`src/common/exec_regs.svh`:
```
`ifndef EXEC_REGS_SVH
`define EXEC_REGS_SVH

// reset values
`define ACC_RESET       8'h00
`define TBL_HIGH_RESET  8'h00
`define FLAG_RESET      1'b0

// constants of the datapath
`define ALL_ONES        8'hFF
`define ZERO_BYTE       8'h00
`define ONE_BYTE        8'h01
`define LAST_PAGE       5'h1F

// program word fields
`define WORD_LOW_MSB    7
`define WORD_HIGH_LSB   8
`define WORD_HIGH_MSB   15

`endif

```
`src/common/exec_pkg.sv`:
```
package exec_pkg;

  typedef logic [7:0]  byte_t;
  typedef logic [15:0] word_t;
  typedef logic [4:0]  page_t;
  typedef logic [12:0] rom_addr_t;

  typedef enum logic [4:0] {
    OP_NOP,
    OP_SET_BYTE,
    OP_SET_BIT,
    OP_INCR_MEM_SKIP_ZERO,
    OP_INCR_TO_ACC_SKIP_ZERO,
    OP_SKIP_BIT_NONZERO,
    OP_SUB_TO_ACC,
    OP_SUBTRACT_TO_MEMORY,
    OP_SUB_IMM,
    OP_SWAP_MEM,
    OP_NIBBLE_EXCHANGE_TO_ACC,
    OP_SKIP_WHEN_ZERO,
    OP_MOVE_ACC_SKIP_ZERO,
    OP_SKIP_BIT_ZERO,
    OP_TABLE_READ_CURRENT_PAGE,
    OP_TABLE_READ_LAST_PAGE,
    OP_EXCLUSIVE_OR_TO_MEMORY,
    OP_XOR_TO_ACC,
    OP_XOR_IMM
  } op_e;

endpackage : exec_pkg

```
`src/hw/exec_unit.sv`:
```
`include "exec_regs.svh"

// Notes on behaviour
// RULE_01: byte set writes all ones to the memory byte, flags untouched.
// RULE_02: bit set forces only the chosen bit to one, flags untouched.
// RULE_03: increment memory, write back, skip next when the result is zero.
// RULE_04: memory plus one goes to accumulator, memory kept, skip on zero.
// RULE_05: skip next instruction when the chosen memory bit is one.
// RULE_06: accumulator minus memory as acc plus inverted byte plus one, into acc.
// RULE_07: same subtraction, result stored into the memory byte.
// RULE_08: accumulator minus immediate as acc plus inverted immediate plus one.
// RULE_09: nibble exchange of the memory byte in place, flags untouched.
// RULE_10: nibble-exchanged byte goes to accumulator, memory kept.
// RULE_11: a taken skip drops the prefetched instruction and adds one dummy cycle.
// RULE_12: copy memory byte to accumulator, skip next when it is zero.
// RULE_13: skip next instruction when the chosen memory bit is zero.
// RULE_14: current-page table read: low byte to memory, high byte to table high.
// RULE_15: last-page table read: low byte to memory, high byte to table high.
// RULE_16: xor into memory byte, only the zero flag changes.
// RULE_17: xor with memory or immediate into accumulator, only zero flag changes.
// RULE_18: zero flag set when the xor result is zero, other flags held.
module exec_unit (
  // clock and reset
  input  wire logic           clock,
  input  wire logic           rst,
  // instruction issue
  input  wire logic           op_valid,
  input  exec_pkg::op_e       op_code,
  input  exec_pkg::byte_t     op_addr,
  input  wire logic [2:0]     op_bit,
  input  exec_pkg::byte_t     op_imm,
  input  exec_pkg::byte_t     mem_rd_data,
  output logic                op_ready,
  output logic                discard_prefetch,
  // table read context
  input  exec_pkg::page_t     pc_page,
  input  exec_pkg::byte_t     table_pointer,
  // program memory
  output exec_pkg::rom_addr_t rom_addr,
  output logic                rom_rd_en,
  input  exec_pkg::word_t     rom_rd_data,
  // data memory write
  output logic                mem_wr_en,
  output exec_pkg::byte_t     mem_wr_addr,
  output exec_pkg::byte_t     mem_wr_data,
  // architectural state
  output exec_pkg::byte_t     acc,
  output exec_pkg::byte_t     table_high_byte,
  output logic                zero_flag,
  output logic                carry_flag,
  output logic                aux_carry_flag,
  output logic                overflow_flag
);
  import exec_pkg::*;

  typedef enum logic [1:0] {
    ST_READY,
    ST_DUMMY,
    ST_TABLE
  } state_e;

  state_e    state_reg;
  state_e    state_next;
  logic      op_ready_reg;
  logic      op_ready_next;
  logic      discard_reg;
  logic      discard_next;
  rom_addr_t rom_addr_reg;
  rom_addr_t rom_addr_next;
  logic      rom_rd_en_reg;
  logic      rom_rd_en_next;
  byte_t     tbl_dest_reg;
  byte_t     tbl_dest_next;
  logic      mem_wr_en_reg;
  logic      mem_wr_en_next;
  byte_t     mem_wr_addr_reg;
  byte_t     mem_wr_addr_next;
  byte_t     mem_wr_data_reg;
  byte_t     mem_wr_data_next;
  byte_t     acc_reg;
  byte_t     acc_next;
  byte_t     tbl_high_reg;
  byte_t     tbl_high_next;
  logic      zero_reg;
  logic      zero_next;
  logic      carry_reg;
  logic      carry_next;
  logic      aux_carry_reg;
  logic      aux_carry_next;
  logic      overflow_reg;
  logic      overflow_next;

  byte_t     alu_result;
  logic      alu_write_mem;
  logic      alu_write_acc;
  logic      alu_skip;
  logic      alu_arith;
  logic      alu_zero_only;
  logic      alu_zero;
  logic      alu_carry;
  logic      alu_aux_carry;
  logic      alu_overflow;
  logic      take;
  logic      is_table;
  page_t     table_page;

  exec_alu u_alu (
    .op_code       (op_code),
    .op_bit        (op_bit),
    .acc_in        (acc_reg),
    .mem_in        (mem_rd_data),
    .imm_in        (op_imm),
    .result        (alu_result),
    .write_mem     (alu_write_mem),
    .write_acc     (alu_write_acc),
    .skip          (alu_skip),
    .arith_flags   (alu_arith),
    .zero_only     (alu_zero_only),
    .zero_out      (alu_zero),
    .carry_out     (alu_carry),
    .aux_carry_out (alu_aux_carry),
    .overflow_out  (alu_overflow)
  );

  // issue decode shared by the state groups below
  always_comb begin
    take     = op_valid && op_ready_reg;
    is_table = (op_code == OP_TABLE_READ_CURRENT_PAGE) ||
               (op_code == OP_TABLE_READ_LAST_PAGE);
    // the page is picked at issue, so a later page change cannot bend the read
    table_page = (op_code == OP_TABLE_READ_LAST_PAGE) ? `LAST_PAGE : pc_page;
  end

  // sequencing: ready, skip and program-memory read
  always_comb begin
    state_next     = state_reg;
    discard_next   = 1'b0;
    rom_addr_next  = rom_addr_reg;
    rom_rd_en_next = 1'b0;
    tbl_dest_next  = tbl_dest_reg;
    unique case (state_reg)
      ST_READY: begin
        if (take && is_table) begin
          rom_addr_next  = {table_page, table_pointer}; // see RULE_14 see RULE_15
          rom_rd_en_next = 1'b1;
          tbl_dest_next  = op_addr;
          state_next     = ST_TABLE;
        end else if (take && alu_skip) begin
          discard_next = 1'b1; // see RULE_11
          state_next   = ST_DUMMY;
        end
      end
      ST_DUMMY: begin
        // the dummy cycle stands in for the discarded instruction
        state_next = ST_READY; // see RULE_11
      end
      ST_TABLE: begin
        state_next = ST_READY;
      end
      default: begin
        // an unused state code falls back to accepting instructions
        state_next = ST_READY;
      end
    endcase
    // ready comes from the next state, so it already drops in the dummy cycle
    op_ready_next = (state_next == ST_READY);
  end

  always_ff @(posedge clock) begin
    if (rst) begin
      state_reg     <= ST_READY;
      op_ready_reg  <= 1'b1;
      discard_reg   <= 1'b0;
      rom_addr_reg  <= '0;
      rom_rd_en_reg <= 1'b0;
      tbl_dest_reg  <= '0;
    end else begin
      state_reg     <= state_next;
      op_ready_reg  <= op_ready_next;
      discard_reg   <= discard_next;
      rom_addr_reg  <= rom_addr_next;
      rom_rd_en_reg <= rom_rd_en_next;
      tbl_dest_reg  <= tbl_dest_next;
    end
  end

  // data memory write port: alu results, or the low byte of a table word
  always_comb begin
    mem_wr_en_next   = 1'b0;
    mem_wr_addr_next = mem_wr_addr_reg;
    mem_wr_data_next = mem_wr_data_reg;
    unique case (state_reg)
      ST_READY: begin
        if (take && !is_table && alu_write_mem) begin
          mem_wr_en_next   = 1'b1;
          mem_wr_addr_next = op_addr;
          mem_wr_data_next = alu_result;
        end
      end
      ST_TABLE: begin
        // the word is taken while rom_rd_en still marks its address
        mem_wr_en_next   = 1'b1;
        mem_wr_addr_next = tbl_dest_reg;
        mem_wr_data_next = rom_rd_data[`WORD_LOW_MSB:0]; // see RULE_14 see RULE_15
      end
      default: begin
      end
    endcase
  end

  always_ff @(posedge clock) begin
    if (rst) begin
      mem_wr_en_reg   <= 1'b0;
      mem_wr_addr_reg <= '0;
      mem_wr_data_reg <= '0;
    end else begin
      mem_wr_en_reg   <= mem_wr_en_next;
      mem_wr_addr_reg <= mem_wr_addr_next;
      mem_wr_data_reg <= mem_wr_data_next;
    end
  end

  // accumulator and table high byte
  always_comb begin
    acc_next      = acc_reg;
    tbl_high_next = tbl_high_reg;
    unique case (state_reg)
      ST_READY: begin
        if (take && !is_table && alu_write_acc) begin
          acc_next = alu_result;
        end
      end
      ST_TABLE: begin
        tbl_high_next = rom_rd_data[`WORD_HIGH_MSB:`WORD_HIGH_LSB]; // see RULE_14 see RULE_15
      end
      default: begin
      end
    endcase
  end

  always_ff @(posedge clock) begin
    if (rst) begin
      acc_reg      <= `ACC_RESET;
      tbl_high_reg <= `TBL_HIGH_RESET;
    end else begin
      acc_reg      <= acc_next;
      tbl_high_reg <= tbl_high_next;
    end
  end

  // status flags: subtracts set all four, xor sets only zero, the rest hold
  always_comb begin
    zero_next      = zero_reg;
    carry_next     = carry_reg;
    aux_carry_next = aux_carry_reg;
    overflow_next  = overflow_reg;
    unique case (state_reg)
      ST_READY: begin
        if (take && !is_table) begin
          if (alu_arith) begin
            zero_next      = alu_zero;
            carry_next     = alu_carry;
            aux_carry_next = alu_aux_carry;
            overflow_next  = alu_overflow;
          end
          if (alu_zero_only) begin
            zero_next = alu_zero; // see RULE_18
          end
        end
      end
      default: begin
      end
    endcase
  end

  always_ff @(posedge clock) begin
    if (rst) begin
      zero_reg      <= `FLAG_RESET;
      carry_reg     <= `FLAG_RESET;
      aux_carry_reg <= `FLAG_RESET;
      overflow_reg  <= `FLAG_RESET;
    end else begin
      zero_reg      <= zero_next;
      carry_reg     <= carry_next;
      aux_carry_reg <= aux_carry_next;
      overflow_reg  <= overflow_next;
    end
  end

  assign op_ready         = op_ready_reg;
  assign discard_prefetch = discard_reg;
  assign rom_addr         = rom_addr_reg;
  assign rom_rd_en        = rom_rd_en_reg;
  assign mem_wr_en        = mem_wr_en_reg;
  assign mem_wr_addr      = mem_wr_addr_reg;
  assign mem_wr_data      = mem_wr_data_reg;
  assign acc              = acc_reg;
  assign table_high_byte  = tbl_high_reg;
  assign zero_flag        = zero_reg;
  assign carry_flag       = carry_reg;
  assign aux_carry_flag   = aux_carry_reg;
  assign overflow_flag    = overflow_reg;

endmodule : exec_unit

```
`src/hw/exec_alu.sv`:
```
`include "exec_regs.svh"

module exec_alu (
  // operation
  input  exec_pkg::op_e   op_code,
  input  wire logic [2:0] op_bit,
  // operands
  input  exec_pkg::byte_t acc_in,
  input  exec_pkg::byte_t mem_in,
  input  exec_pkg::byte_t imm_in,
  // results
  output exec_pkg::byte_t result,
  output logic            write_mem,
  output logic            write_acc,
  output logic            skip,
  output logic            arith_flags,
  output logic            zero_only,
  output logic            zero_out,
  output logic            carry_out,
  output logic            aux_carry_out,
  output logic            overflow_out
);
  import exec_pkg::*;

  byte_t      bit_mask;
  byte_t      swapped;
  byte_t      incr;
  byte_t      sub_rhs;
  logic [8:0] sum;
  logic [4:0] low_sum;

  always_comb begin
    bit_mask = byte_t'(`ONE_BYTE << op_bit);
    swapped  = {mem_in[3:0], mem_in[7:4]};
    incr     = mem_in + `ONE_BYTE;
    // subtract is add of the inverted operand with carry in set
    sub_rhs  = (op_code == OP_SUB_IMM) ? ~imm_in : ~mem_in;
    sum      = {1'b0, acc_in} + {1'b0, sub_rhs} + 9'h001;
    low_sum  = {1'b0, acc_in[3:0]} + {1'b0, sub_rhs[3:0]} + 5'h01;
    carry_out     = sum[8];
    aux_carry_out = low_sum[4];
    overflow_out  = (acc_in[7] == sub_rhs[7]) && (sum[7] != acc_in[7]);
    result      = mem_in;
    write_mem   = 1'b0;
    write_acc   = 1'b0;
    skip        = 1'b0;
    arith_flags = 1'b0;
    zero_only   = 1'b0;
    unique case (op_code)
      OP_SET_BYTE: begin
        result    = `ALL_ONES; // see RULE_01
        write_mem = 1'b1;
      end
      OP_SET_BIT: begin
        result    = mem_in | bit_mask; // see RULE_02
        write_mem = 1'b1;
      end
      OP_INCR_MEM_SKIP_ZERO: begin
        result    = incr;
        write_mem = 1'b1;
        skip      = (incr == `ZERO_BYTE); // see RULE_03
      end
      OP_INCR_TO_ACC_SKIP_ZERO: begin
        result    = incr;
        write_acc = 1'b1;
        skip      = (incr == `ZERO_BYTE); // see RULE_04
      end
      OP_SKIP_BIT_NONZERO: begin
        skip = |(mem_in & bit_mask); // see RULE_05
      end
      OP_SKIP_BIT_ZERO: begin
        skip = ~|(mem_in & bit_mask); // see RULE_13
      end
      OP_SKIP_WHEN_ZERO: begin
        skip = (mem_in == `ZERO_BYTE);
      end
      OP_MOVE_ACC_SKIP_ZERO: begin
        result    = mem_in;
        write_acc = 1'b1;
        skip      = (mem_in == `ZERO_BYTE); // see RULE_12
      end
      OP_SUB_TO_ACC: begin
        result      = sum[7:0]; // see RULE_06
        write_acc   = 1'b1;
        arith_flags = 1'b1;
      end
      OP_SUBTRACT_TO_MEMORY: begin
        result      = sum[7:0]; // see RULE_07
        write_mem   = 1'b1;
        arith_flags = 1'b1;
      end
      OP_SUB_IMM: begin
        result      = sum[7:0]; // see RULE_08
        write_acc   = 1'b1;
        arith_flags = 1'b1;
      end
      OP_SWAP_MEM: begin
        result    = swapped; // see RULE_09
        write_mem = 1'b1;
      end
      OP_NIBBLE_EXCHANGE_TO_ACC: begin
        result    = swapped; // see RULE_10
        write_acc = 1'b1;
      end
      OP_EXCLUSIVE_OR_TO_MEMORY: begin
        result    = acc_in ^ mem_in; // see RULE_16
        write_mem = 1'b1;
        zero_only = 1'b1;
      end
      OP_XOR_TO_ACC: begin
        result    = acc_in ^ mem_in; // see RULE_17
        write_acc = 1'b1;
        zero_only = 1'b1;
      end
      OP_XOR_IMM: begin
        result    = acc_in ^ imm_in; // see RULE_17
        write_acc = 1'b1;
        zero_only = 1'b1;
      end
      OP_NOP, OP_TABLE_READ_CURRENT_PAGE, OP_TABLE_READ_LAST_PAGE: begin
      end
      default: begin
      end
    endcase
    zero_out = (result == `ZERO_BYTE); // see RULE_18
  end

endmodule : exec_alu

```
`config.mk`:
```
export PLATFORM = sky130hd
export DESIGN_NAME = exec_unit
export DESIGN_NICKNAME = d
export VERILOG_FILES = /design/src/common/exec_pkg.sv /design/src/hw/exec_unit.sv /design/src/hw/exec_alu.sv
export VERILOG_INCLUDE_DIRS = /design/src /design/src/common
export SDC_FILE = /design/constraint.sdc
export NUM_CORES = 1
export LEC_CHECK = 0
export BUFFER_PORTS_ARGS = -buffer_cell sky130_fd_sc_hd__buf_2
export CORE_MARGIN = 1.5
export CORE_UTILIZATION = 50
export CTS_BUF_LIST = sky130_fd_sc_hd__clkbuf_4 sky130_fd_sc_hd__clkbuf_8
export DETAILED_ROUTE_END_ITERATION = 16
export HOLD_SLACK_MARGIN = 0.08
export PLACE_DENSITY = 0.77
export SLEW_MARGIN = 40
export SYNTH_ARGS = -nofsm -noshare
export SYNTH_HDL_FRONTEND = slang
export SYNTH_HIERARCHICAL = 1
export SYNTH_SLANG_ARGS = --single-unit
```
`constraint.sdc`:
```
create_clock -name clock -period 7.3 [get_ports clock]
set_input_delay 2.19 -clock clock [delete_from_list [all_inputs] [get_ports clock]]
set_output_delay 2.19 -clock clock [all_outputs]
set_load 0.05 [all_outputs]
```
==> results of run 1 <==
## logic make-up (layout without fill, tap and decap cells)
family                     count (synthesis)  count (layout)
AOI/OAI and AO/OA                        186             186
and+or+nand+nor                          185             185
buffers and inverters                     64             147
DFF                                       63              63
xor gates and xnor gates                  24              24
adders and majority gates                 14              14
muxes                                     10              10
## through the flow
stage | cells | hold slack (ns) | power (mW) | util, % | area (um^2)
2_1_floorplan | 546 | 0.454 | 0.516 | - | 4270
3_3_place_gp | 718 | 0.441 | 0.567 | 57.1 | 4720
3_5_place_dp | 718 | 0.450 | 0.571 | 57.2 | 4730
4_1_cts | 734 | 0.460 | 0.848 | 59.4 | 4910
5_1_grt | 734 | 0.487 | 0.882 | 59.5 | 4910
6_report | 734 | 0.459 | 0.848 | 59.5 | 4910
## layer usage
layer / global-route usage [%] / routed length, um / vias up
met5: 0 / 0 / -
met4: 11.2 / 306 / 0
met1: 39.6 / 5820 / 2195
met3: 7.50 / 1260 / 26
li1: - / - / 2196
met2: 44.9 / 5900 / 234
## cell usage in the layout (no fill, tap or decap), types with 4 or more instances in the layout
cell       synthesis  routed
a211oi_1           9       9
a21oi_1           55      55
a22oi_1            4       4
a2bb2oi_1          5       5
a311oi_1          16      16
buf_2             16     115
buf_4              9       4
clkbuf_8           0      10
dfxtp_1           63      63
ha_1              13      13
inv_1             11      11
mux2i_1            8       8
nand2_1           54      54
nand2b_1           8       7
nand3_1           30      30
nand4_1           14      14
nor2_1            28      28
nor2b_1            6       6
nor3_1            13      11
nor4_1             5       5
nor4b_1            6       6
o21a_1             5       5
o21ai_0           35      35
o22ai_1            9       9
o31ai_1           12      12
xnor2_1           17      17
xor2_1             7       7
## area by class of cell
cell class / count / share of cell area, %
sequential: 63 / 25.7
clock inverter: 6 / 0.891
inverter: 12 / 0.917
tap: 105 / 2.67
clock buffer: 10 / 2.80
multi-input combinational: 419 / 54.7
timing repair buffer: 119 / 12.3
## power groups by stage
stage / combinational, mW / sequential, mW / clock [mW]
after global placement: 0.198 / 0.369 / 0
after detailed placement: 0.202 / 0.369 / 0
after floorplan: 0.117 / 0.399 / 0
final: 0.206 / 0.362 / 0.280
after CTS: 0.202 / 0.362 / 0.285
after global routing: 0.221 / 0.363 / 0.298
## synth_stat cells, types with 14 or more instances
| cell type | count |
|---|---|
| nor2_1 | 28 |
| clkbuf_1 | 22 |
| nand3_1 | 30 |
| nand4_1 | 14 |
| dfxtp_1 | 63 |
| o21ai_0 | 35 |
| a311oi_1 | 16 |
| nand2_1 | 54 |
| buf_2 | 16 |
| xnor2_1 | 17 |
| a21oi_1 | 55 |
## critical path, delay by kind of cell
| family | cells | cell delay (ns) |
|---|---|---|
| simple gates | 6 | 1.68 |
| buf+inv | 1 | 0.24 |
| compound gates | 6 | 1.11 |
| mux | 1 | 0.40 |
| fa+ha+maj | 2 | 0.57 |
## worst min path at each step
stage                                                 end  slack, ns  cells past startpoint
after global routing      table_high_byte[4]$_SDFFE_PP0P_       0.49                      2
after detailed placement  table_high_byte[2]$_SDFFE_PP0P_       0.45                      2
after CTS                 table_high_byte[2]$_SDFFE_PP0P_       0.46                      2
after global placement    table_high_byte[0]$_SDFFE_PP0P_       0.44                      2
final                     table_high_byte[2]$_SDFFE_PP0P_       0.46                      2
after floorplan              tbl_dest_reg[0]$_SDFFE_PP0P_       0.45                      2
==> flow_metrics.env, run 1 <==
export IMPL_clkPwrFrac_pct=33.1
export IMPL_fin_nets=702
export IMPL_initial_utilization_pct=51.8
export IMPL_min_from="table_high_byte[2]$_SDFFE_PP0P_"
export IMPL_synth_area_leader_cell="dfxtp_1"
export IMPL_rrSetupSlack_ns=3.94
export IMPL_htreeDepth=3
export IMPL_switching_share_pct=34.5
export IMPL_yosysSeqAreaShare_pct=29.5
export IMPL_avgSynthCellArea_um2=7.83
export IMPL_num_io_pins=117
export IMPL_worstSkewPairLatency_ns=0.34
export IMPL_reg2regPathDepth=12
export IMPL_synthAdderAreaFrac_pct=4.27
export IMPL_synth_top_family_by_area="compound AO/OA/AOI/OAI gates"
export IMPL_synth_simple_gate_area_share_pct=22.5
export IMPL_grt_pass1_wl_um=20800
export IMPL_ys_warn_count=6
export IMPL_rsz0062_at_grt="false"
export IMPL_cp_arrival_ns=6.20
export IMPL_syn_nets=624
export IMPL_clk_pin_slew_ns=0.07
export IMPL_dp_slack_ns=1.07
export IMPL_syn2layout_area_growth_pct=15.0
export IMPL_fmax_mhz=168
export IMPL_ys_ff_latch=63
export IMPL_internal_power_uw=556
export IMPL_ir_drop_mv=0.121
export IMPL_drcViolationCount=0
export IMPL_clockRootBuffer="clkbuf_8"
export IMPL_cpMaxStageDelayCell="or4_1"
export IMPL_antenna_found_initial=0
export IMPL_firstDrtPassIters=6
export IMPL_grt_overflow=0
export IMPL_vias=4651
export IMPL_fin_crit_ns=5.94
export IMPL_ys_types=64
export IMPL_hold_class="flop to flop"
export IMPL_end_kind="flop"
export IMPL_synth_top_area_share_pct=29.5
export IMPL_crit_start="op_code[3]"
export IMPL_p_sw_uw=292
export IMPL_synth_mux_area_share_pct=2.40
export IMPL_crit_path_max_incr_delay_ns=0.49
export IMPL_ys_flop_type="dfxtp_1"
export IMPL_maxCapViolCount=0
export IMPL_dpl_hpwl_um=9470
export IMPL_die_width_um=95.5
export IMPL_chipHeight_um=95.5
export IMPL_hold_viol=0
export IMPL_multi_input_area_um2=2690
export IMPL_post_route_worst_setup_slack_ns=1.36
export IMPL_wl_per_cell_um=18.1
export IMPL_outcome="completed"
export IMPL_endpoint="zero_flag$_SDFFE_PP0P_"
export IMPL_synth_compound_area_share_pct=28.5
export IMPL_fin_tns_setup_ns=0
export IMPL_rows=33
export IMPL_routabilityCongestion=0.953
export IMPL_synth_xor_area_share_pct=4.92
export IMPL_cts_made_buffers=9
export IMPL_setup_viol_count_final=0
export IMPL_regArea_um2=1260
export IMPL_core_um2=8260
export IMPL_drive_gt1_share_pct=23.8
export IMPL_antenna_left=0
export IMPL_r2r_end="zero_flag$_SDFFE_PP0P_"
export IMPL_crit_chain="buf_2, or2b_1, nor2_1, nand2_1, mux2_2, ha_1, fa_1, nand2b_1, a211oi_1, o21a_1, o32ai_1, o22a_1, or4_1, nor4b_2, o2111ai_1, a21oi_1"
export IMPL_grt_usage_pct=29.4
export IMPL_p_leak_nw=2.01
export IMPL_via_per_inst=6.34
export IMPL_start_kind="input pin"
export IMPL_fill_cells=835
export IMPL_slew_viol_final=0
export IMPL_slew_headroom_pct=44.7
export IMPL_fin_crit_sh_pct=81.3
export IMPL_r2r_start="acc[0]$_SDFFE_PP0P_"
export IMPL_hold_buffers=0
export IMPL_postSynthCellCount=546
export IMPL_seqPwrFrac_pct=42.7
export IMPL_path_class="input pin to flop"
export IMPL_cp_required_ns=7.56
export IMPL_skew_ns=0.00848
export IMPL_tightest_slew_ns=0.830
export IMPL_drt_iter0_drc=374
export IMPL_cts_tree="done"
export IMPL_critPathMaxFanout=15
export IMPL_num_antenna_cells=0
export IMPL_power_frac_comb_pct=24.2
export IMPL_fp_dieArea_um2=9110
export IMPL_synthArstFlopShare_pct=0
export IMPL_synthTopCellsByArea="dfxtp_1 (30%), a21oi_1 (6.4%), nand2_1 (4.7%)"
export IMPL_p_per_area_nw_per_um2=173
export IMPL_wl_um=13300
export IMPL_largest_reg_flops=13
export IMPL_clk_path_buf_depth=2
export IMPL_cts_setup_buffers=0
export IMPL_clock_sinks=63
export IMPL_cts_resized=0
export IMPL_portBuffers=116
export IMPL_synth_edf_count=0
export IMPL_synth_cell_area_um2=4270
export IMPL_grt_max_degree=64
export IMPL_grt_pass1_vias=4316
(Power assumes the default switching activity.)
==> run 2, diff against run 1 <==
--- a/config.mk
+++ b/config.mk
@@ -8,11 +8,11 @@
 export LEC_CHECK = 0
 export BUFFER_PORTS_ARGS = -buffer_cell sky130_fd_sc_hd__buf_2
 export CORE_MARGIN = 1.5
-export CORE_UTILIZATION = 50
+export CORE_UTILIZATION = 49
 export CTS_BUF_LIST = sky130_fd_sc_hd__clkbuf_4 sky130_fd_sc_hd__clkbuf_8
 export DETAILED_ROUTE_END_ITERATION = 16
 export HOLD_SLACK_MARGIN = 0.08
-export PLACE_DENSITY = 0.77
+export PLACE_DENSITY = 0.78
 export SLEW_MARGIN = 40
 export SYNTH_ARGS = -nofsm -noshare
 export SYNTH_HDL_FRONTEND = slang
==> constraint.sdc (replaced) <==
create_clock -name clock -period 5.34 [get_ports clock]
set_input_delay 1.602 -clock clock [delete_from_list [all_inputs] [get_ports clock]]
set_output_delay 1.602 -clock clock [all_outputs]
set_load 0.05 [all_outputs]
==> run 2 against run 1 <==
  * Clock skew increased by 0.0021 ns
  * Utilization grew 0.39 points
  * Worst setup slack got worse by 1.0 ns
  * Critical path type unchanged
  * Critical endpoint unchanged
==> flow_metrics.env, run 2 (same netlist as run 1, synthesis figures left out) <==
export IMPL_outcome="completed"
export IMPL_dr_wl_met3_um=1180
export IMPL_cts_resized=0
export IMPL_r2r_start="acc[0]$_SDFFE_PP0P_"
export IMPL_wl_um=14200
export IMPL_wl_per_cell_um=19.1
export IMPL_switching_share_pct=32.8
export IMPL_grt_overflow=0
export IMPL_slew_headroom_pct=51.8
export IMPL_antenna_found_initial=0
export IMPL_initial_utilization_pct=51.2
export IMPL_fmax_mhz=200
export IMPL_portBuffers=116
export IMPL_final_cell_mix="buf_2 (115), dfxtp_1 (63), a21oi_1 (55), nand2_1 (53), o21ai_0 (35)"
export IMPL_seqPwrFrac_pct=41.7
export IMPL_clkPwrFrac_pct=34.0
export IMPL_fill_cells=813
export IMPL_post_route_worst_setup_slack_ns=0.342
export IMPL_clk_pin_slew_ns=0.07
export IMPL_fin_hold_ws_ns=0.457
export IMPL_cp_required_ns=5.60
export IMPL_rsz0062_at_grt="false"
export IMPL_cts_tree="done"
export IMPL_grt_usage_pct=30.8
export IMPL_p_leak_nw=2.06
export IMPL_num_antenna_cells=0
export IMPL_drcViolationCount=0
export IMPL_end_kind="flop"
export IMPL_cts_made_buffers=9
export IMPL_routabilityCongestion=0.923
export IMPL_start_kind="input pin"
export IMPL_dp_cells=727
export IMPL_fin_crit_ns=5.00
export IMPL_cp_arrival_ns=5.26
export IMPL_reg2regPathDepth=12
export IMPL_path_class="input pin to flop"
export IMPL_power_frac_comb_pct=24.3
export IMPL_syn2layout_area_growth_pct=16.9
export IMPL_fp_dieArea_um2=9290
export IMPL_maxCapViolCount=0
export IMPL_ir_drop_mv=0.159
export IMPL_drive_gt1_share_pct=25.1
export IMPL_firstDrtPassIters=5
export IMPL_hold_class="flop to flop"
export IMPL_fin_nets=711
export IMPL_critPathMaxFanout=8
export IMPL_p_sw_uw=389
export IMPL_num_io_pins=117
export IMPL_grt_max_degree=64
export IMPL_largest_reg_flops=13
export IMPL_clock_sinks=63
export IMPL_rrSetupSlack_ns=1.94
export IMPL_r2r_end="zero_flag$_SDFFE_PP0P_"
export IMPL_fin_crit_sh_pct=93.6
export IMPL_drt_iter0_drc=438
export IMPL_dr_wl_met2_um=6460
export IMPL_regArea_um2=1260
export IMPL_core_um2=8340
export IMPL_multi_input_area_um2=2690
export IMPL_rows=33
export IMPL_p_per_area_nw_per_um2=238
export IMPL_slew_viol_final=0
export IMPL_crit_start="op_code[4]"
export IMPL_clk_path_buf_depth=2
export IMPL_htreeDepth=3
export IMPL_antenna_left=0
export IMPL_fin_tns_setup_ns=0
export IMPL_clockRootBuffer="clkbuf_8"
export IMPL_endpoint="zero_flag$_SDFFE_PP0P_"
export IMPL_worstSkewPairLatency_ns=0.34
export IMPL_die_width_um=96.4
export IMPL_layout_commonest_cell="buf_2"
export IMPL_internal_power_uw=797
export IMPL_grt_pass1_wl_um=22100
export IMPL_fin_cells=742
export IMPL_via_per_inst=6.42
export IMPL_chipHeight_um=96.4
export IMPL_dp_slack_ns=0.100
export IMPL_hold_buffers=0
export IMPL_cts_setup_buffers=0
export IMPL_tightest_slew_ns=0.723
export IMPL_skew_ns=0.0105
export IMPL_hold_viol=0
export IMPL_vias=4762
export IMPL_grt_pass1_vias=4370
export IMPL_highest_layer="met4"
export IMPL_setup_viol_count_final=0
export IMPL_wl_met1_um=6210
export IMPL_dpl_hpwl_um=10000
==> run 2: layout make-up <==
class                           count  share of cell area (%)
Inverter                           12                   0.902
Clock buffer                       13                    3.58
Timing Repair Buffer              128                    13.5
Sequential cell                    63                    25.3
Tap cell                          105                    2.63
Multi-Input combinational cell    419                    53.9
Clock inverter                      2                   0.276
==> run 2: critical path: stages <==
cell	delay, ns
buf_2	0.10
or2b_1	0.26
nor2_1	0.15
nand2_2	0.10
buf_4	0.19
a21oi_1	0.20
inv_1	0.09
fa_1	0.41
nand2b_1	0.19
a211oi_1	0.30
o21a_1	0.21
o32ai_1	0.11
o22a_1	0.25
or4_1	0.50
nor4b_2	0.27
o2111ai_1	0.16
a21oi_1	0.17
==> run 2: layer usage <==
| layer | global-route usage (%) | vias up |
|---|---|---|
| met4 | 10.7 | 0 |
| li1 | - | 2207 |
| met2 | 49.1 | 245 |
| met3 | 7.12 | 33 |
| met5 | 0 | - |
| met1 | 41.0 | 2277 |
==> run 2: power groups by stage <==
stage                     Sequential (mW)  Clock [mW]  Combinational (mW)
after floorplan                     0.545           0               0.161
after global placement              0.505           0               0.278
after detailed placement            0.505           0               0.283
after CTS                           0.495       0.405               0.283
after global routing                0.496       0.425               0.310
final                               0.495       0.403               0.288
==> run 2: how the worst min path moves through the flow <==
stage / slack, ns / to / cells after the start / start
2_1_floorplan: 0.45 / tbl_dest_reg[0]$_SDFFE_PP0P_ / 2 / tbl_dest_reg[0]$_SDFFE_PP0P_
3_3_place_gp: 0.44 / table_high_byte[3]$_SDFFE_PP0P_ / 2 / table_high_byte[3]$_SDFFE_PP0P_
3_5_place_dp: 0.45 / table_high_byte[2]$_SDFFE_PP0P_ / 2 / table_high_byte[2]$_SDFFE_PP0P_
4_1_cts: 0.46 / table_high_byte[2]$_SDFFE_PP0P_ / 2 / table_high_byte[2]$_SDFFE_PP0P_
5_1_grt: 0.48 / table_high_byte[6]$_SDFFE_PP0P_ / 2 / table_high_byte[6]$_SDFFE_PP0P_
6_report: 0.46 / table_high_byte[2]$_SDFFE_PP0P_ / 2 / table_high_byte[2]$_SDFFE_PP0P_
==> run 2: stage by stage <==
step / power, mW / instance area [um^2] / utilization (%)
after global routing: 1.23 / 4990 / 59.9
final: 1.19 / 4990 / 59.9
after detailed placement: 0.788 / 4800 / 57.5
after CTS: 1.18 / 4990 / 59.9
after global placement: 0.782 / 4790 / 57.4
after floorplan: 0.706 / 4280 / -
